`src/design/usb_desc_defs.svh`:
```
// descriptor constants for the endpoint, other-speed and qualifier descriptor source
`ifndef USB_DESC_DEFS_SVH
`define USB_DESC_DEFS_SVH
`define EP_LEN          8'h07
`define EP_TYPE         8'h05
`define EP_OUT_ADDR     8'h02
`define EP_BULK_ATTR    8'h02
`define EP_BULK_IVL     8'h00
`define EP_FS_MPS       16'h0040
`define EP_HS_MPS       16'h0200
`define EP_INT_ADDR     8'h83
`define EP_INT_ATTR     8'h03
`define EP_INT_MPS      16'h0010
`define EP_INT_IVL_HS   8'h04
`define EP_INT_IVL_FS   8'h01
`define OSC_LEN         8'h09
`define OSC_TYPE        8'h07
`define OSC_TOTAL       16'h0027
`define OSC_NUM_IF      8'h01
`define OSC_CFG_VAL     8'h01
`define OSC_STR_IDX     8'h00
`define OSC_ATTR        8'he0
`define OSC_PWR_SELF    8'h01
`define OSC_PWR_BUS     8'hfa
`define QUAL_LEN        8'h0a
`define QUAL_TYPE       8'h06
`define QUAL_BCD        16'h0210
`define QUAL_CLASS      8'hff
`define QUAL_SUBCLASS   8'h00
`define QUAL_PROTO      8'hff
`define QUAL_MPS0       8'h40
`define QUAL_NUM_CFG    8'h01
`define QUAL_RSVD       8'h00
`define DT_CONFIG       8'h02
`define DT_QUALIFIER    8'h06
`define DT_OTHER_SPEED  8'h07
`define DT_ENDPOINT     8'h05
`define EP_IDX_BULK_OUT 8'h01
`define EP_IDX_INT      8'h02
`endif

```
`src/design/usb_desc_pkg.sv`:
```
// types for the descriptor source
package usb_desc_pkg;
  typedef enum logic [2:0] {
    ST_IDLE = 3'b001,
    ST_SEND = 3'b010,
    ST_STALL = 3'b100
  } desc_state_t;
endpackage

```
`src/design/desc_byte_rom.sv`:
```
// combinational-to-registered byte lookup for four descriptor images, picked by i_sel
`timescale 1ns/10ps
`include "usb_desc_defs.svh"
module desc_byte_rom (
  input  wire logic       i_clk,
  input  wire logic       i_rst_n,
  input  wire logic [1:0] i_sel,
  input  wire logic [3:0] i_idx,
  input  wire logic       i_hs,
  input  wire logic       i_nv_valid,
  input  wire logic [7:0] i_nv_ivl_hs,
  input  wire logic [7:0] i_nv_ivl_fs,
  input  wire logic [7:0] i_osc_str,
  input  wire logic [7:0] i_osc_attr,
  input  wire logic [7:0] i_osc_pwr,
  input  wire logic [63:0] i_qual_fields,
  output logic      [7:0] o_byte
);
  logic [7:0]  byte_nxt;
  logic [15:0] mps;
  logic [7:0]  ivl;
  logic [15:0] int_mps;
  logic [15:0] osc_tot;
  always_comb
  begin
    // literals cannot be part-selected, so wide constants go through a variable
    int_mps = `EP_INT_MPS;
    osc_tot = `OSC_TOTAL;
    mps = i_hs ? `EP_HS_MPS : `EP_FS_MPS;
    ivl = i_nv_valid ? (i_hs ? i_nv_ivl_hs : i_nv_ivl_fs)
                     : (i_hs ? `EP_INT_IVL_HS : `EP_INT_IVL_FS);
    byte_nxt = 8'h00;
    case (i_sel)
      2'd0:
      begin
        // bulk-out endpoint, fixed except max packet size, which follows i_hs
        case (i_idx)
          4'd0: byte_nxt = `EP_LEN;
          4'd1: byte_nxt = `EP_TYPE;
          4'd2: byte_nxt = `EP_OUT_ADDR;
          4'd3: byte_nxt = `EP_BULK_ATTR;
          4'd4: byte_nxt = mps[7:0];
          4'd5: byte_nxt = mps[15:8];
          4'd6: byte_nxt = `EP_BULK_IVL;
          default: byte_nxt = 8'h00;
        endcase
      end
      2'd1:
      begin
        case (i_idx)
          4'd0: byte_nxt = `EP_LEN;
          4'd1: byte_nxt = `EP_TYPE;
          4'd2: byte_nxt = `EP_INT_ADDR;
          4'd3: byte_nxt = `EP_INT_ATTR;
          4'd4: byte_nxt = int_mps[7:0];
          4'd5: byte_nxt = int_mps[15:8];
          4'd6: byte_nxt = ivl;
          default: byte_nxt = 8'h00;
        endcase
      end
      2'd2:
      begin
        case (i_idx)
          4'd0: byte_nxt = `OSC_LEN;
          4'd1: byte_nxt = `OSC_TYPE;
          4'd2: byte_nxt = osc_tot[7:0];
          4'd3: byte_nxt = osc_tot[15:8];
          4'd4: byte_nxt = `OSC_NUM_IF;
          4'd5: byte_nxt = `OSC_CFG_VAL;
          4'd6: byte_nxt = i_osc_str;
          4'd7: byte_nxt = i_osc_attr;
          4'd8: byte_nxt = i_osc_pwr;
          default: byte_nxt = 8'h00;
        endcase
      end
      default:
      begin
        case (i_idx)
          4'd0: byte_nxt = `QUAL_LEN;
          4'd1: byte_nxt = `QUAL_TYPE;
          4'd2: byte_nxt = i_qual_fields[7:0];
          4'd3: byte_nxt = i_qual_fields[15:8];
          4'd4: byte_nxt = i_qual_fields[23:16];
          4'd5: byte_nxt = i_qual_fields[31:24];
          4'd6: byte_nxt = i_qual_fields[39:32];
          4'd7: byte_nxt = `QUAL_MPS0;
          4'd8: byte_nxt = `QUAL_NUM_CFG;
          default: byte_nxt = `QUAL_RSVD;
        endcase
      end
    endcase
  end
  always_ff @(posedge i_clk or negedge i_rst_n)
  begin
    if (!i_rst_n)
      o_byte <= 8'h00;
    else
      o_byte <= byte_nxt;
  end
endmodule // desc_byte_rom

```
`src/design/usb_desc_source.sv`:
```
// descriptor byte source for bulk-out, interrupt, other-speed and qualifier descriptors
`timescale 1ns/10ps
`include "usb_desc_defs.svh"
module usb_desc_source (
  input  wire logic        i_clk,
  input  wire logic        i_rst_n,
  input  wire logic        i_hs_mode,
  input  wire logic        i_self_powered,
  input  wire logic        i_nv_valid,
  input  wire logic [7:0]  i_nv_ivl_hs,
  input  wire logic [7:0]  i_nv_ivl_fs,
  input  wire logic [7:0]  i_nv_cfg_str_hs,
  input  wire logic [7:0]  i_nv_cfg_str_fs,
  input  wire logic [7:0]  i_nv_cfg_attr_hs,
  input  wire logic [7:0]  i_nv_cfg_attr_fs,
  input  wire logic [7:0]  i_nv_cfg_pwr_hs,
  input  wire logic [7:0]  i_nv_cfg_pwr_fs,
  input  wire logic [39:0] i_nv_dev_hs,
  input  wire logic [39:0] i_nv_dev_fs,
  input  wire logic        i_req,
  input  wire logic [7:0]  i_desc_type,
  input  wire logic [7:0]  i_desc_index,
  input  wire logic [15:0] i_req_len,
  input  wire logic        i_byte_ack,
  output logic             o_byte_valid,
  output logic      [7:0]  o_byte,
  output logic             o_last,
  output logic             o_stall,
  output logic             o_busy
);
  logic                     rst_meta_r;
  logic                     rst_sync_r;
  usb_desc_pkg::desc_state_t state_r;
  logic [1:0]               sel_r;
  logic [3:0]               idx_r;
  logic [3:0]               end_r;
  logic [7:0]               rom_byte;
  logic                     fetch_r;
  logic [1:0]               sel_nxt;
  logic [3:0]               len_nxt;
  logic                     hit_nxt;
  logic [7:0]               osc_str;
  logic [7:0]               osc_attr;
  logic [7:0]               osc_pwr;
  logic [63:0]              qual;
  logic [39:0]              dev_other;
  logic [1:0]               rom_sel;
  logic [3:0]               rom_idx;

  always_ff @(posedge i_clk or negedge i_rst_n)
  begin
    if (!i_rst_n)
    begin
      rst_meta_r <= 1'b0;
      rst_sync_r <= 1'b0;
    end
    else
    begin
      rst_meta_r <= 1'b1;
      rst_sync_r <= rst_meta_r;
    end
  end

  // loaded other-speed fields come from the opposite speed store
  always_comb
  begin
    if (i_nv_valid)
    begin
      osc_str  = i_hs_mode ? i_nv_cfg_str_fs : i_nv_cfg_str_hs;
      osc_attr = i_hs_mode ? i_nv_cfg_attr_fs : i_nv_cfg_attr_hs;
      osc_pwr  = i_hs_mode ? i_nv_cfg_pwr_fs : i_nv_cfg_pwr_hs;
      dev_other = i_hs_mode ? i_nv_dev_fs : i_nv_dev_hs;
    end
    else
    begin
      osc_str  = `OSC_STR_IDX;
      osc_attr = `OSC_ATTR;
      osc_pwr  = i_self_powered ? `OSC_PWR_SELF : `OSC_PWR_BUS;
      dev_other = {`QUAL_PROTO, `QUAL_SUBCLASS, `QUAL_CLASS, `QUAL_BCD};
    end
    qual = {24'h000000, dev_other};
  end

  // request decode
  always_comb
  begin
    sel_nxt = 2'd0;
    len_nxt = 4'd0;
    hit_nxt = 1'b1;
    if (i_desc_type == `DT_ENDPOINT && i_desc_index == `EP_IDX_BULK_OUT)
    begin
      sel_nxt = 2'd0;
      len_nxt = 4'(`EP_LEN);
    end
    else if (i_desc_type == `DT_ENDPOINT && i_desc_index == `EP_IDX_INT)
    begin
      sel_nxt = 2'd1;
      len_nxt = 4'(`EP_LEN);
    end
    else if (i_desc_type == `DT_OTHER_SPEED)
    begin
      sel_nxt = 2'd2;
      len_nxt = 4'(`OSC_LEN);
    end
    else if (i_desc_type == `DT_QUALIFIER)
    begin
      sel_nxt = 2'd3;
      len_nxt = 4'(`QUAL_LEN);
    end
    else
      hit_nxt = 1'b0;
    // a short host read truncates the data stage
    if (i_req_len < {12'h000, len_nxt})
      len_nxt = i_req_len[3:0];
  end

  // rom address leads sel_r/idx_r by one edge, so its register
  // already holds the new byte when fetch_r is seen
  always_comb
  begin
    rom_sel = sel_r;
    rom_idx = idx_r;
    if (state_r == usb_desc_pkg::ST_IDLE && i_req && hit_nxt && len_nxt != 4'd0)
    begin
      rom_sel = sel_nxt;
      rom_idx = 4'd0;
    end
    else if (state_r == usb_desc_pkg::ST_SEND && !fetch_r && o_byte_valid && i_byte_ack
             && idx_r != end_r)
      rom_idx = idx_r + 4'd1;
  end

  desc_byte_rom u_rom (
    .i_clk         (i_clk),
    .i_rst_n       (rst_sync_r),
    .i_sel         (rom_sel),
    .i_idx         (rom_idx),
    .i_hs          (i_hs_mode),
    .i_nv_valid    (i_nv_valid),
    .i_nv_ivl_hs   (i_nv_ivl_hs),
    .i_nv_ivl_fs   (i_nv_ivl_fs),
    .i_osc_str     (osc_str),
    .i_osc_attr    (osc_attr),
    .i_osc_pwr     (osc_pwr),
    .i_qual_fields (qual),
    .o_byte        (rom_byte)
  );

  // fetch_r marks the cycle the rom register holds byte idx_r
  always_ff @(posedge i_clk or negedge rst_sync_r)
  begin
    if (!rst_sync_r)
    begin
      state_r      <= usb_desc_pkg::ST_IDLE;
      sel_r        <= 2'd0;
      idx_r        <= 4'd0;
      end_r        <= 4'd0;
      fetch_r      <= 1'b0;
      o_byte_valid <= 1'b0;
      o_byte       <= 8'h00;
      o_last       <= 1'b0;
      o_stall      <= 1'b0;
      o_busy       <= 1'b0;
    end
    else
    begin
      o_stall <= 1'b0;
      fetch_r <= 1'b0;
      case (state_r)
        usb_desc_pkg::ST_IDLE:
        begin
          if (i_req && hit_nxt && len_nxt != 4'd0)
          begin
            sel_r   <= sel_nxt;
            idx_r   <= 4'd0;
            end_r   <= len_nxt - 4'd1;
            fetch_r <= 1'b1;
            o_busy  <= 1'b1;
            state_r <= usb_desc_pkg::ST_SEND;
          end
          else if (i_req)
          begin
            o_stall <= ~hit_nxt;
            state_r <= usb_desc_pkg::ST_STALL;
          end
        end
        usb_desc_pkg::ST_SEND:
        begin
          if (fetch_r)
          begin
            o_byte       <= rom_byte;
            o_byte_valid <= 1'b1;
            o_last       <= (idx_r == end_r);
          end
          else if (o_byte_valid && i_byte_ack)
          begin
            o_byte_valid <= 1'b0;
            o_last       <= 1'b0;
            if (idx_r == end_r)
            begin
              o_busy  <= 1'b0;
              state_r <= usb_desc_pkg::ST_IDLE;
            end
            else
            begin
              idx_r   <= idx_r + 4'd1;
              fetch_r <= 1'b1;
            end
          end
        end
        default:
          state_r <= usb_desc_pkg::ST_IDLE;
      endcase
    end
  end

  property p_qual_len;
    @(posedge i_clk) disable iff (!rst_sync_r)
    (o_byte_valid && !$past(o_byte_valid) && sel_r == 2'd3 && idx_r == 4'd0)
      |-> o_byte == `QUAL_LEN;
  endproperty
  a_qual_len: assert property (p_qual_len) else $error("qualifier length wrong");

  property p_bulk_type;
    @(posedge i_clk) disable iff (!rst_sync_r)
    (o_byte_valid && sel_r == 2'd0 && idx_r == 4'd1) |-> o_byte == `EP_TYPE;
  endproperty
  a_bulk_type: assert property (p_bulk_type) else $error("bulk type wrong");

  property p_bulk_addr;
    @(posedge i_clk) disable iff (!rst_sync_r)
    (o_byte_valid && sel_r == 2'd0 && idx_r == 4'd2) |-> o_byte == `EP_OUT_ADDR;
  endproperty
  a_bulk_addr: assert property (p_bulk_addr) else $error("bulk address wrong");

  property p_bulk_mps;
    @(posedge i_clk) disable iff (!rst_sync_r)
    (o_byte_valid && sel_r == 2'd0 && idx_r == 4'd5 && $stable(i_hs_mode))
      |-> o_byte == (i_hs_mode ? 8'h02 : 8'h00);
  endproperty
  a_bulk_mps: assert property (p_bulk_mps) else $error("bulk packet size wrong");

  property p_int_addr;
    @(posedge i_clk) disable iff (!rst_sync_r)
    (o_byte_valid && sel_r == 2'd1 && idx_r == 4'd2) |-> o_byte == `EP_INT_ADDR;
  endproperty
  a_int_addr: assert property (p_int_addr) else $error("interrupt address wrong");

  property p_int_ivl;
    @(posedge i_clk) disable iff (!rst_sync_r)
    (o_byte_valid && sel_r == 2'd1 && idx_r == 4'd6 && !i_nv_valid && $stable(i_hs_mode)
      && $stable(i_nv_valid)) |-> o_byte == (i_hs_mode ? `EP_INT_IVL_HS : `EP_INT_IVL_FS);
  endproperty
  a_int_ivl: assert property (p_int_ivl) else $error("interval default wrong");

  property p_osc_type;
    @(posedge i_clk) disable iff (!rst_sync_r)
    (o_byte_valid && sel_r == 2'd2 && idx_r == 4'd1) |-> o_byte == `OSC_TYPE;
  endproperty
  a_osc_type: assert property (p_osc_type) else $error("other speed type wrong");

  property p_qual_rsvd;
    @(posedge i_clk) disable iff (!rst_sync_r)
    (o_byte_valid && sel_r == 2'd3 && idx_r == 4'd9) |-> o_byte == `QUAL_RSVD && o_last;
  endproperty
  a_qual_rsvd: assert property (p_qual_rsvd) else $error("reserved byte wrong");

  property p_first_byte;
    @(posedge i_clk) disable iff (!rst_sync_r)
    ($rose(o_busy)) |-> ##1 o_byte_valid && idx_r == 4'd0;
  endproperty
  a_first_byte: assert property (p_first_byte) else $error("first byte late");
endmodule // usb_desc_source

```
`config.mk`:
```
export PLATFORM = sky130hd
export DESIGN_NAME = usb_desc_source
export DESIGN_NICKNAME = d
export VERILOG_FILES = /design/src/design/usb_desc_pkg.sv /design/src/design/desc_byte_rom.sv /design/src/design/usb_desc_source.sv
export VERILOG_INCLUDE_DIRS = /design/src /design/src/design
export SDC_FILE = /design/constraint.sdc
export NUM_CORES = 1
export LEC_CHECK = 0
export ABC_AREA = 1
export CAP_MARGIN = 5
export CORE_AREA = 2 2 96 98
export CTS_CLUSTER_DIAMETER = 30
export CTS_CLUSTER_SIZE = 12
export DETAILED_ROUTE_END_ITERATION = 6
export DIE_AREA = 0 0 98 100
export DONT_BUFFER_PORTS = 1
export PLACE_DENSITY_LB_ADDON = 0.05
export SETUP_SLACK_MARGIN = 0.3
export SYNTH_ARGS = -nofsm -noshare
export SYNTH_HDL_FRONTEND = slang
export SYNTH_HIERARCHICAL = 1
export SYNTH_SLANG_ARGS = --single-unit
export TNS_END_PERCENT = 100
```
`constraint.sdc`:
```
create_clock -name i_clk -period 3 [get_ports i_clk]
set_input_delay 0.3 -clock i_clk [delete_from_list [all_inputs] [get_ports i_clk]]
set_output_delay 0.3 -clock i_clk [all_outputs]
set_load 0.02 [all_outputs]
```
; ---- After elaboration in Yosys (flattened, before gate mapping)
; Index checks and enable logic that the tools add are counted.
[classes]
n_eq_ne = 25
n_lt_le_gt_ge = 1
shift = 0
mux = 61
mul = 0
bitwise = 1
reduce_logical = 26
addsub = 2
div_mod_pow = 0
[op_table]
columns = operator, count
row1 = $mux 40, 2
row2 = $mux 8, 9
row3 = $pmux 8 s9, 1
row4 = $pmux 8 s7, 1
row5 = $pmux 8 s6, 1
row6 = $mux 4, 11
row7 = $pmux 8 s5, 1
row8 = $eq 8x3->1 const B, 3
row9 = $pmux 8 s3, 1
row10 = $mux 1, 18
row11 = $mux 3, 6
row12 = $eq 4x3->1 const B, 4
row13 = $lt 16x4->1, 1
row14 = $logic_and 1x1->1, 12
row15 = $mux 10, 1
row16 = $mux 2, 5
row17 = $reduce_and 5->1, 2
row18 = $eq 4x2->1 const B, 2
row19 = $eq 8x1->1 const B, 1
row20 = $eq 8x2->1 const B, 1
row21 = $pmux 4 s2, 1
row22 = $ne 2x1->1 const B, 3
row23 = $pmux 3 s2, 1
row24 = $reduce_and 2->1, 3
row25 = other kinds (21), 25
[word_totals]
input_bits = 183
output_inout_bits = 12
regBits = 36
wordCells = 129
romBits = 0
ramBits = 0
mem_count = 0
latchBits = 0

; ---- Depth between registers and ports, before layout
; Gate-level depths: netlist of run 1.
[logic_depth]
ltp_word = 14
mapped_depth = 32
depth_no_buf = 29

; ---- Hierarchy
; The synthesis of run 1 kept the hierarchy.
[by_module_without_submodules]
columns = mod, seq_area_each_um2, cells_each, area_per_inst_um2, instances
row1 = usb_desc_source, 701.9, 411, 2558.7, 1
row2 = desc_byte_rom, 200.2, 238, 1261.2, 1

; ---- Worst setup path before layout of run 1
; Ideal clock, no wire load.
[synth_path]
path_kind = input to register
from = input i_desc_type[7]
to = register u_rom.o_byte[7]
path_slack_ns = -0.417
setup_time_ns = 0.127
arrival_time_ns = 3.290
n_path_buf = 2
path_stages = 27
t_required_ns = 2.873
path_cell_list = nor2_2 > nand2_2 > nor2_4 > nand2_2 > nand2_1 > inv_1 > ha_1 > nand2_1 > nand2_1 > nor4_1 > and3_2 > nand3_1 > nand2_1 > ha_1 > nand3_4 > nand3_4 > inv_2 > buf_6 > nor2_1 > inv_2 > nand2_1 > nor2_4 > buf_6 > nand2_1 > nand3_1 > o21ai_1 > nand3_1
[synth_between]
elab_chain_cells = 14
elab_cells_between_ends = 43
cone_classes = 1 x order compare / 13 x eq/ne / 20 x mux / 9 x reduce/logical
[synth_rtl]
columns = element, line
row1 = from (decl), usb_desc_source.sv:21  ; input wire logic [7:0] i_desc_type,
row2 = $eq 8x3->1 (no line), n/a
row3 = $mux 4, usb_desc_source.sv:105  ; else if (i_desc_type == `DT_QUALIFIER)
row4 = $mux 4, usb_desc_source.sv:100  ; else if (i_desc_type == `DT_OTHER_SPEED)
row5 = $mux 4, usb_desc_source.sv:95  ; else if (i_desc_type == `DT_ENDPOINT && i_desc_index == `EP_IDX_INT)
row6 = $mux 4, usb_desc_source.sv:90  ; if (i_desc_type == `DT_ENDPOINT && i_desc_index == `EP_IDX_BULK_OUT)
row7 = $lt 16x4->1, usb_desc_source.sv:113  ; if (i_req_len < {12'h000, len_nxt})
row8 = $mux 4, usb_desc_source.sv:113
row9 = $reduce_bool 4->1, usb_desc_source.sv:123  ; if (state_r == usb_desc_pkg::ST_IDLE && i_req && hit_nxt && len_nxt != 4'd0)
row10 = $logic_and 1x1->1 *, usb_desc_source.sv:123
row11 = $mux 4 *, usb_desc_source.sv:123
row12 = net rom_idx[0], usb_desc_source.sv:48  ; logic [3:0] rom_idx;
row13 = "$eq 4x3->1, or another cell as far along", n/a
row14 = $reduce_or 2->1 (no line), n/a
row15 = $pmux 8 s7 / $pmux 8 s5 (equally long branches), "desc_byte_rom.sv:63, desc_byte_rom.sv:37"
row16 = $pmux 8 s3 *, desc_byte_rom.sv:33  ; case (i_sel)
row17 = net u_rom.byte_nxt[7], desc_byte_rom.sv:19  ; logic [7:0] byte_nxt;
row18 = to (signal assigned), desc_byte_rom.sv:98  ; o_byte <= byte_nxt;
row19 = to (decl), desc_byte_rom.sv:17  ; output logic [7:0] o_byte
; Mark *: on every way through the listed nets, which the timed path passes. The rest lies on a longest branch.
; A chain may end at the register's enable or synchronous reset.

; ---- Final worst setup path of run 1
[layout_path]
from = input i_desc_index[5]
to = register u_rom.o_byte[6]
[layout_between]
elab_chain_cells = 13
elab_cells_between_ends = 36
cone_classes = 1 x order compare / 12 x eq/ne / 14 x mux / 9 x reduce/logical
[layout_rtl]
columns = element, line
row1 = from (decl), usb_desc_source.sv:22  ; input wire logic [7:0] i_desc_index,
row2 = $eq 8x2->1 (no line), n/a
row3 = $logic_and 1x1->1 (no line), n/a
row4 = $mux 4, usb_desc_source.sv:95
row5 = $mux 4, usb_desc_source.sv:90
row6 = $lt 16x4->1, usb_desc_source.sv:113
row7 = $mux 4, usb_desc_source.sv:113
row8 = $reduce_bool 4->1, usb_desc_source.sv:123
row9 = $logic_and 1x1->1 *, usb_desc_source.sv:123
row10 = $mux 4 *, usb_desc_source.sv:123
row11 = net rom_idx[3], usb_desc_source.sv:48
row12 = "$eq 4x3->1, or another cell as far along", n/a
row13 = $reduce_or 2->1 (no line), n/a
row14 = $pmux 8 s7 / $pmux 8 s5 (equally long branches), "desc_byte_rom.sv:63, desc_byte_rom.sv:37"
row15 = $pmux 8 s3 *, desc_byte_rom.sv:33
row16 = net u_rom.byte_nxt[6], desc_byte_rom.sv:19
; Marks and branches as above.

==> summary.md, run 1 <==
| Metric | Value |
|---|---|
| Final hold viol count | `0` |
| Period utilisation layout | `101%` |
| Hold Crit Class | `input port to flop` |
| LEAKAGE | `2.39 nW` |
| Number of global-route vias before repair | `4002` |
| CP Launch Type | `input port` |
| DR WL/cell | `about 15 µm` |
| Share of layout cells above drive strength 1 | `28.7%` |
| Worst endpoint required time | `3.17 ns` |
| VDD IR max | `165 µV` |
| PD cells | `229 mW/mm²` |
| Vias | `roughly 4300` |
| DR DRC count | `0` |
| Clock transition at path regs | `0.07 ns` |
| Worst-margin pin slew | `0.954 ns` |
| Crit end category | `flop` |
| Core ar. | `0.00889 mm²` |
| Ports | `195` |
| Pin count of the biggest net entering global routing | `between 70 and 80` |
| CTS Sinks | `36` |
| GRT Util Overall | `about a quarter` |
| Post-Route WL | `11.9 mm` |
| Cell repeated most along the worst path | `nand2_1` |
| CTS buffer count | `5` |
| Crit path arrival time | `3.20 ns` |
| RSZ-0062 raised after global routing | `yes` |
| Area grow syn2layout | `27.4%` |
| Insertion delay to the later sink of the worst-skew pair | `0.28 ns` |
| Synthesized instance count | `648` |
| Drt pass-1 iters | `4` |
| DRT antenna net count | `0` |
| Outcome | `complete, but fails checks` |
| Die area | `0.00980 mm²` |
| Max Fclk | `330 MHz` |
| Num rows | `35` |
| WHS | `0.167 ns` |
| Initial antenna violation count | `0` |
| Endpoints failing setup | `5` |
| Filler Cells Inserted | `934` |
| H-tree Lvls | `2` |
| Failing checks | `setup timing` |
| Setup Skew | `0.00565 ns` |
| Final net count | `886` |
| Max Root-Sink Buffers | `2` |
| Max incr delay on CP | `0.26 ns` |
| DRT iter0 DRCs | `roughly 120` |
| Grt ovf | `0` |
| DP Wirelength | `9.53 mm` |
| TNS Setup | `-0.0925 ns` |
| Crit path kind | `input port to flop` |
| Slew Viols, Final | `0` |
| Syn Nets | `835` |
| CTS tree | `done` |
| Max-Cap Viols | `0` |
| Vias/cell | `roughly 5.3` |
| Initial Util | `42.9%` |
| Period minus WS final | `3.03 ns` |
| Synth warnings | `6` |
| GPL Wtd Cong | `0.920` |
| Final worst setup slack | `-0.0340 ns` |
| Post-Syn Area per Cell | `5.89 µm²` |
| Chip height | `100 µm` |
| Max FO, Critical Path | `6` |
| PortBufs | `0` |
| Relative slew slack | `36.4%` |
| First-pass GRT wire length | `18.9 mm` |
| Slowest-stage cell, CP | `and3_4` |
| Cell Area, Synth | `between 0.003 and 0.004 mm²` |
| Clock tree root driver cell | `clkbuf_8` |
| Die X | `98 µm` |
[power breakdown]
part / total (W) / switching [W] / internal [W]
Clock: 0.000413 / 0.000167 / 0.000247
Combinational: 0.000177 / 0.000108 / 0.0000688
Sequential: 0.000525 / 0.0000189 / 0.000506
[timing repair]
action	CTS	global route
endpoints found under the setup margin	8	8
hold endpoints to repair	2	0
buffers inserted	10	2
hold buffers	1	0
gates resized for setup	47	26
pin swaps	25	22
[final timing paths]
path                            startpoint               to  slack [ns]  cells past startpoint
setup / recovery           i_desc_index[5]  u_rom/o_byte[6]       -0.03                     29
hold / removal                       i_req       state_r[2]        0.17                      2
setup reg to reg                  idx_r[2]  u_rom/o_byte[6]        0.14                     20
hold reg to reg                 rst_meta_r       rst_sync_r        0.35                      0
max in group asynchronous       rst_sync_r       state_r[0]        1.84                      1
min in group asynchronous          i_rst_n       rst_meta_r        0.24                      1
[per-stage QoR]
| step | power [W] | utilization (%) | setup slack [ns] | cell area [µm²] | cells |
|---|---|---|---|---|---|
| finish | 0.00112 | 54.7 | -0.0340 | 4860 | 812 |
| CTS | 0.00112 | 53.7 | -0.0338 | 4770 | 809 |
| detailed placement | 0.000706 | 49.3 | -0.463 | 4380 | 790 |
| global route | 0.00117 | 54.7 | -0.263 | 4860 | 811 |
| floorplan | 0.000687 | - | -0.167 | 3940 | 648 |
| global placement | 0.000702 | 49.3 | -0.435 | 4380 | 790 |
[critical path, delay by kind of cell]
family                   cells  cell delay (ns)
AND/OR/NAND/NOR             22             2.13
adder cells (fa/ha/maj)      2             0.30
buffers and inverters        5             0.46
[cell usage in the layout (no fill, tap or decap), types with 2 or more instances in the layout]
master / n
a21oi_1: 7
a21oi_2: 4
a31oi_1: 2
buf_12: 3
buf_4: 57
buf_6: 10
clkbuf_8: 5
dfrtp_1: 35
ha_4: 3
inv_1: 36
inv_2: 8
mux2_2: 8
nand2_1: 169
nand2_2: 36
nand2_4: 4
nand3_1: 47
nand3_2: 14
nand3_4: 2
nand4_1: 9
nor2_1: 107
nor2_2: 12
nor2_4: 16
nor3_1: 3
nor4_1: 3
o211ai_1: 4
o21ai_0: 57
o21ai_1: 3
o21ai_2: 5
or2_2: 2
xnor2_1: 2
xor2_1: 6
[layer usage]
| metal | share of wire (%) | GRT usage (%) | up-vias |
|---|---|---|---|
| met5 | 0 | 0 | - |
| met4 | 1.5 | 4.59 | 0 |
| met3 | 4.6 | 3.06 | 16 |
| met2 | 52 | 43.3 | 125 |
| met1 | 42 | 29.6 | 1960 |
| li1 | - | - | 2177 |
[flip-flops by register name (all words and copies together), names as in the netlist]
name / cells
fetch_r: 1
o_last: 1
rst_meta_r: 1
state_r: 3
o_busy: 1
sel_r: 2
u_rom/o_byte: 8
o_byte: 8
o_stall: 1
end_r: 4
o_byte_valid: 1
idx_r: 4
rst_sync_r: 1
[area by class of cell]
type,count,area [µm²],area share [%]
Timing Repair Buffer,71,611,12.6
Tap cell,111,139,2.86
Multi-Input combinational cell,536,2890,59.4
Sequential cell,36,902,18.6
Clock inverter,2,35.0,0.721
Antenna cell,1,2.50,0.0515
Clock buffer,6,72.6,1.49
Inverter,49,211,4.35
Note: power is estimated with default switching activity, not from simulation.
==> run 2: changes to the inputs <==
CORE_AREA = 2 2 92 94   (was 2 2 96 98)
DIE_AREA = 0 0 94 96   (was 0 0 98 100)
SYNTH_HIERARCHICAL = unset   (was 1)
==> run 2 against run 1 <==
Synthesized area is 7.0% lower. Sequential cell count did not move. Register-to-register slack improved by 0.07 ns. First-iteration DRC count up 64%. Critical path type unchanged. Global-route usage is 2.0 points higher. The flow now finishes without violations. Sequential power down 1%.
==> summary.md, run 2 <==
| Metric | Value |
|---|---|
| Period utilisation layout | `99.7%` |
| CP Launch Type | `input port` |
| Endpoints failing setup | `0` |
| LEAKAGE | `2.12 nW` |
| Number of global-route vias before repair | `3551` |
| Slowest-stage cell, CP | `nor4_4` |
| Cell Chain, Critical Path | `nor2_2, nand2_2, nor2_2, nand2_2, nand2_2, inv_2, ha_4, a211o_1, nor4_4, nand2_4, nand4_1, o21ai_4, ha_4, nand3_4, nand2_8, buf_4, nand2_2, nand2_4, inv_2, nor2_4, buf_4, a21oi_1, nand3_1` |
| Crit path arrival time | `3.15 ns` |
| Clock transition at path regs | `0.08 ns` |
| Max FO, Critical Path | `6` |
| Initial Util | `44.1%` |
| Synthesized instance count | `roughly 530` |
| Vias/cell | `5.58` |
| Most common cell after layout, fill and taps aside | `nand2_1` |
| Crit end category | `flop` |
| RSZ-0062 raised after global routing | `yes` |
| Post-synth cell types | `45` |
| Dpl cell area | `0.00399 mm²` |
| Initial antenna violation count | `0` |
| Ports | `about 200` |
| Syn Nets | `roughly 720` |
| # diodes | `0` |
| Main synth FF type | `dfrtp_1` |
| Vias | `3803` |
| Relative slew slack | `39.2%` |
| GRT Util Overall | `25.5%` |
| Pin count of the biggest net entering global routing | `36` |
| Largest regs | `o_byte x8, u_rom.o_byte x8` |
| Max-Cap Viols | `0` |
| Max incr delay on CP | `0.36 ns` |
| Die X | `94 µm` |
| Clock tree root driver cell | `clkbuf_8` |
| Post-route cell area | `between 0.004 and 0.005 mm²` |
| Max Fclk | `334 MHz` |
| Chip height | `96 µm` |
| Final hold viol count | `0` |
| Num rows | `33` |
| PD cells | `236 mW/mm²` |
| CTS Sinks | `36` |
| Register area share after synthesis | `25.4%` |
| Cell repeated most along the worst path | `nand2_2` |
| Area grow syn2layout | `25.6%` |
| DRT antenna net count | `0` |
| FF+latch count, synth | `36` |
| Worst-margin pin slew | `0.912 ns` |
| Post-Syn Area per Cell | `~6.6 µm²` |
| Total power | `0.00105 W` |
| Commonest cells after routing, fill and taps aside | `nand2_1, buf_4, inv_1, nand3_1, dfrtp_1` |
| H-tree Lvls | `2` |
| Final net count | `764` |
| Crit path kind | `input port to flop` |
| DRT iter0 DRCs | `189` |
| Drt pass-1 iters | `4` |
| Grt ovf | `0` |
| Share of layout cells above drive strength 1 | `28.6%` |
| Leading area contributor after synthesis | `dfrtp_1` |
| DR WL/cell | `roughly 17 µm` |
| Cell Area, Synth | `0.00355 mm²` |
| Synth async-reset ratio | `100%` |
| DR DRC count | `0` |
| WHS | `approximately 0.11 ns` |
| Hold Crit Class | `input port to flop` |
| Synth warnings | `0` |
| Period minus WS final | `about 3 ns` |
| Die area | `0.00902 mm²` |
| Setup Skew | `~0.01 ns` |
| Post-synth EDFFs | `0` |
| Synth area leaders | `dfrtp_1, nand2_1, a22o_1, nand3_1, inv_1` |
| Count leader, synth | `nand2_1` |
| First-pass GRT wire length | `around 18 mm` |
| DP Wirelength | `9.47 mm` |
| Final Util | `between 50% and 60%` |
| Outcome | `finished, final reports clean` |
| Max Root-Sink Buffers | `2` |
| GPL Wtd Cong | `0.893` |
| Post-synth top cells | `nand2_1, nand3_1, inv_1, nor2_1, dfrtp_1` |
| VDD IR max | `155 µV` |
| Core ar. | `0.00805 mm²` |
| Worst endpoint required time | `3.16 ns` |
| PortBufs | `0` |
| Post-synth top area share | `24.7%` |
| Slew Viols, Final | `0` |
| CTS tree | `done` |
| Insertion delay to the later sink of the worst-skew pair | `0.28 ns` |
| Post-Route WL | `11.8 mm` |
| CTS buffer count | `5` |
-- run 2: worst paths after layout --
kind                                       from               to  slack [ns]  cells after the start
worst min register to register       rst_sync_r        o_byte[2]        0.27                      1
worst min-delay path                      i_req       state_r[0]        0.11                      1
worst max register to register         idx_r[1]  u_rom.o_byte[0]        0.21                     13
max in group asynchronous            rst_sync_r       state_r[0]        2.39                      1
worst max-delay path            i_desc_index[5]  u_rom.o_byte[0]       0.009                     23
min in group asynchronous               i_rst_n       rst_sync_r        0.24                      1
-- run 2: worst max-delay path, delay by kind of cell --
family	cells	cell delay, ns
AOI/OAI and AO/OA	3	0.51
adders and majority gates	2	0.31
buffers and inverters	4	0.44
and+or+nand+nor	14	1.56
-- run 2: area by class of cell --
cell class	count	area (µm²)
clock inverters	3	18.8
fillers	797	3590
well taps	105	131
multi-input cells	425	2650
inverters	52	210
repair buffers	56	480
flip-flops and latches	36	902
clock buffers	5	68.8
-- run 2: what timing repair did --
item,CTS,global route
setup buffers,11,3
pin swaps,18,23
hold buffers,1,0
resized for setup,24,45
gates cloned,1,0
endpoints found under the setup margin,9,14
endpoints found under the hold margin,2,0
-- run 2: logic make-up (layout without fill, tap and decap cells) --
kind of cell               count (synthesis)  in the layout  share of synthesized area [%]
buffers and inverters                     74            116                           8.88
and+or+nand+nor                          306            307                           39.5
xor gates and xnor gates                   9              9                           2.22
AOI/OAI and AO/OA                        103            103                           22.2
DFF                                       36             36                           25.4
adders and majority gates                  5              5                           1.76
other                                      1              1                          0.106
-- run 2: power breakdown --
group          switching, W  internal, W  total [W]
Combinational      0.000115    0.0000827   0.000198
Clock              0.000174     0.000162   0.000335
Sequential        0.0000127     0.000506   0.000518
-- run 2: through the flow --
step	instances	TNS (ns)	worst slack, ns
floorplan	534	-1.18	-0.162
finish	682	0	0.00910
CTS	679	0	0.0270
global placement	658	-2.73	-0.403
detailed placement	658	-3.57	-0.484
global route	682	-1.23	-0.207
-- run 2: routing by layer --
| layer | share of wire (%) | GRT usage [%] |
|---|---|---|
| met5 | 0 | 0 |
| met2 | 48 | 43.0 |
| met3 | 6.6 | 3.29 |
| met1 | 43 | 34.5 |
| met4 | 1.9 | 6.76 |
==> run 3: changes to the inputs <==
RECOVER_POWER = 50   (was unset)
==> run 3 against run 2 <==
The flow now finishes with violations (capacitance limit, slew limit). Die area did not move. Sequential power barely moved. Core utilization barely moved. Critical path depth stayed put. Routed wire length about the same. Total power hardly changed. Register-to-register slack barely moved. Count of clock-buffer cells in the layout unchanged. Combinational power hardly changed. Via count is essentially flat. Non-clock buffer count unchanged. Clock power barely moved. Critical path type unchanged. Highest routed layer unchanged.
==> summary.md, run 3 (synthesis gave the netlist of run 2 again) <==
| Metric | Value |
|---|---|
| Period minus WS final | `2.99 ns` |
| Cell Chain, Critical Path | `nor2_2, nand2_2, nor2_2, nand2_2, nand2_2, inv_2, ha_4, a211o_1, nor4_4, nand2_4, nand4_1, o21ai_4, ha_4, nand3_4, nand2_8, buf_4, nand2_2, nand2_4, inv_2, nor2_4, buf_4, a21oi_1, nand3_1` |
| Worst endpoint required time | `about 3.2 ns` |
| Top delay family on crit path | `simple AND/OR/NAND/NOR gates` |
| Psw | `between 0.0003 and 0.0004 W` |
| CP Launch Type | `input port` |
| R2R depth | `13` |
| Chip height | `96 µm` |
| Crit path launch | `i_desc_index[5]` |
| # diodes | `0` |
| Die area | `0.00902 mm²` |
| DR DRC count | `0` |
| Worst-margin pin slew | `approximately 1.8 ns` |
| LEAKAGE | `about 2.1 nW` |
| Hold depth | `1` |
| PortBufs | `0` |
| Worst R2R End | `u_rom.o_byte[0]` |
| Slew Viols, Final | `35` |
| Hold Crit Class | `input port to flop` |
| DRT iter0 DRCs | `~190` |
| Max incr delay on CP | `roughly 0.36 ns` |
| Insertion delay to the later sink of the worst-skew pair | `0.28 ns` |
| Post-Route WL | `11.8 mm` |
| Initial antenna violation count | `0` |
| Drt pass-1 iters | `4` |
| First-pass GRT wire length | `17.9 mm` |
| Max FO, Critical Path | `6` |
| Clock tree root driver cell | `clkbuf_8` |
| Period utilisation layout | `99.7%` |
| DR WL/cell | `17.3 µm` |
| Buf+Inv Stages, Crit Path | `4` |
| Vias | `3802` |
| Total power | `0.00105 W` |
| RSZ-0062 raised after global routing | `yes` |
| VDD IR max | `between 150 and 200 µV` |
| CTS buffer count | `5` |
| Max-Cap Viols | `1` |
| Core ar. | `0.00805 mm²` |
| Final Util | `55.3%` |
| Area grow syn2layout | `25.5%` |
| Failing checks | `capacitance limit, slew limit` |
| Clock transition at path regs | `0.08 ns` |
| Vias/cell | `around 5.6` |
| PD cells | `236 mW/mm²` |
| Grt ovf | `0` |
| Internal power | `0.000750 W` |
| Final net count | `764` |
| Endpoints failing setup | `0` |
| Final hold viol count | `0` |
| Ports | `~200` |
| Max Fclk | `334 MHz` |
| Setup Skew | `0.0102 ns` |
| Slowest-stage cell, CP | `nor4_4` |
| Crit end category | `flop` |
| Pin count of the biggest net entering global routing | `36` |
| Critical R2R Launch | `idx_r[1]` |
| Reg power frac | `49.3%` |
| Clock share of power | `31.9%` |
| Outcome | `complete, but fails checks` |
| Largest regs | `o_byte x8, u_rom.o_byte x8` |
| Number of global-route vias before repair | `between 3000 and 4000` |
| Initial Util | `44.1%` |
| Logic pwr share | `18.8%` |
| DP Wirelength | `9.47 mm` |
| Relative slew slack | `-19.3%` |
| H-tree Lvls | `2` |
| Sw Ratio | `28.7%` |
| DRT antenna net count | `0` |
| CTS tree | `done` |
| GPL Wtd Cong | `0.893` |
| Num rows | `33` |
| Max Root-Sink Buffers | `2` |
| Cell repeated most along the worst path | `nand2_2` |
| Critical Path End | `u_rom.o_byte[0]` |
| CTS Sinks | `36` |
| GRT Util Overall | `25.5%` |
| TNS Setup | `0 ns` |
| Crit path arrival time | `3.15 ns` |
| Reg-to-reg slack, setup | `0.21 ns` |
| Die X | `94 µm` |
| Most common cell after layout, fill and taps aside | `nand2_1` |
| Share of layout cells above drive strength 1 | `28.4%` |
| Crit path kind | `input port to flop` |
| CP Depth | `23` |
| Commonest cells after routing, fill and taps aside | `nand2_1, buf_4, inv_1, nand3_1, dfrtp_1` |
run 3: changes by cell type in the layout (fill, tap and decap cells not counted), sizes merged:
cell    delta
buf        -1
clkbuf     +1
run 3: cell type report:
cell class,instances,area [µm²]
clock inverters,3,18.8
repair buffers,56,477
fillers,799,3600
clock buffers,5,68.8
inverters,52,210
well taps,105,131
multi-input cells,425,2650
flip-flops and latches,36,902
run 3: routing by layer:
metal / track usage [%] / part of all wire [%] / vias to the layer above
li1: - / - / 1890
met1: 34.5 / 43 / 1729
met2: 43.0 / 48 / 165
met3: 3.29 / 6.5 / 18
met4: 6.76 / 1.9 / 0
met5: 0 / 0 / -
run 3: how the worst min path moves through the flow:
stage            endpoint    start  slack [ns]
6_report       state_r[0]    i_req        0.11
5_1_grt        state_r[0]    i_req        0.12
4_1_cts        state_r[0]    i_req        0.11
3_5_place_dp   rst_sync_r  i_rst_n       0.004
3_3_place_gp   rst_sync_r  i_rst_n       0.004
2_1_floorplan  rst_meta_r  i_rst_n       0.004
run 3: repair_timing:
action	in CTS	in global routing
endpoints found under the hold margin	2	0
hold buffers	1	0
endpoints found under the setup margin	9	14
gates resized for setup	24	45
gates cloned	1	0
buffers inserted	11	3
pin swaps	18	23
run 3: worst reg2reg max path, stage by stage (launching register included):
cell	delay, ns
dfrtp_1	0.43
xnor2_1	0.15
nand4_1	0.16
nand2_1	0.08
nor3_2	0.28
inv_1	0.15
nand2_1	0.08
o21a_1	0.20
inv_1	0.11
o21ai_4	0.47
nand2_1	0.21
nor2_1	0.23
a21oi_1	0.07
nand3_1	0.10
run 3: stage by stage:
stage	setup slack (ns)	hold WS [ns]	cell area (µm²)	std cells
after global routing	-0.207	0.117	4460	682
final	0.00863	0.112	4460	682
after detailed placement	-0.484	0.00447	3990	658
after global placement	-0.403	0.00446	3990	658
after CTS	0.0270	0.109	4270	679
after floorplan	-0.162	0.00441	3620	534
run 3: power by group through the flow:
stage          sequential (W)  clock, W  combinational (W)
2_1_floorplan        0.000532         0           0.000137
3_3_place_gp         0.000527         0           0.000177
6_report             0.000519  0.000335           0.000197
5_1_grt              0.000521  0.000366           0.000220
4_1_cts              0.000519  0.000340           0.000192
3_5_place_dp         0.000529         0           0.000182
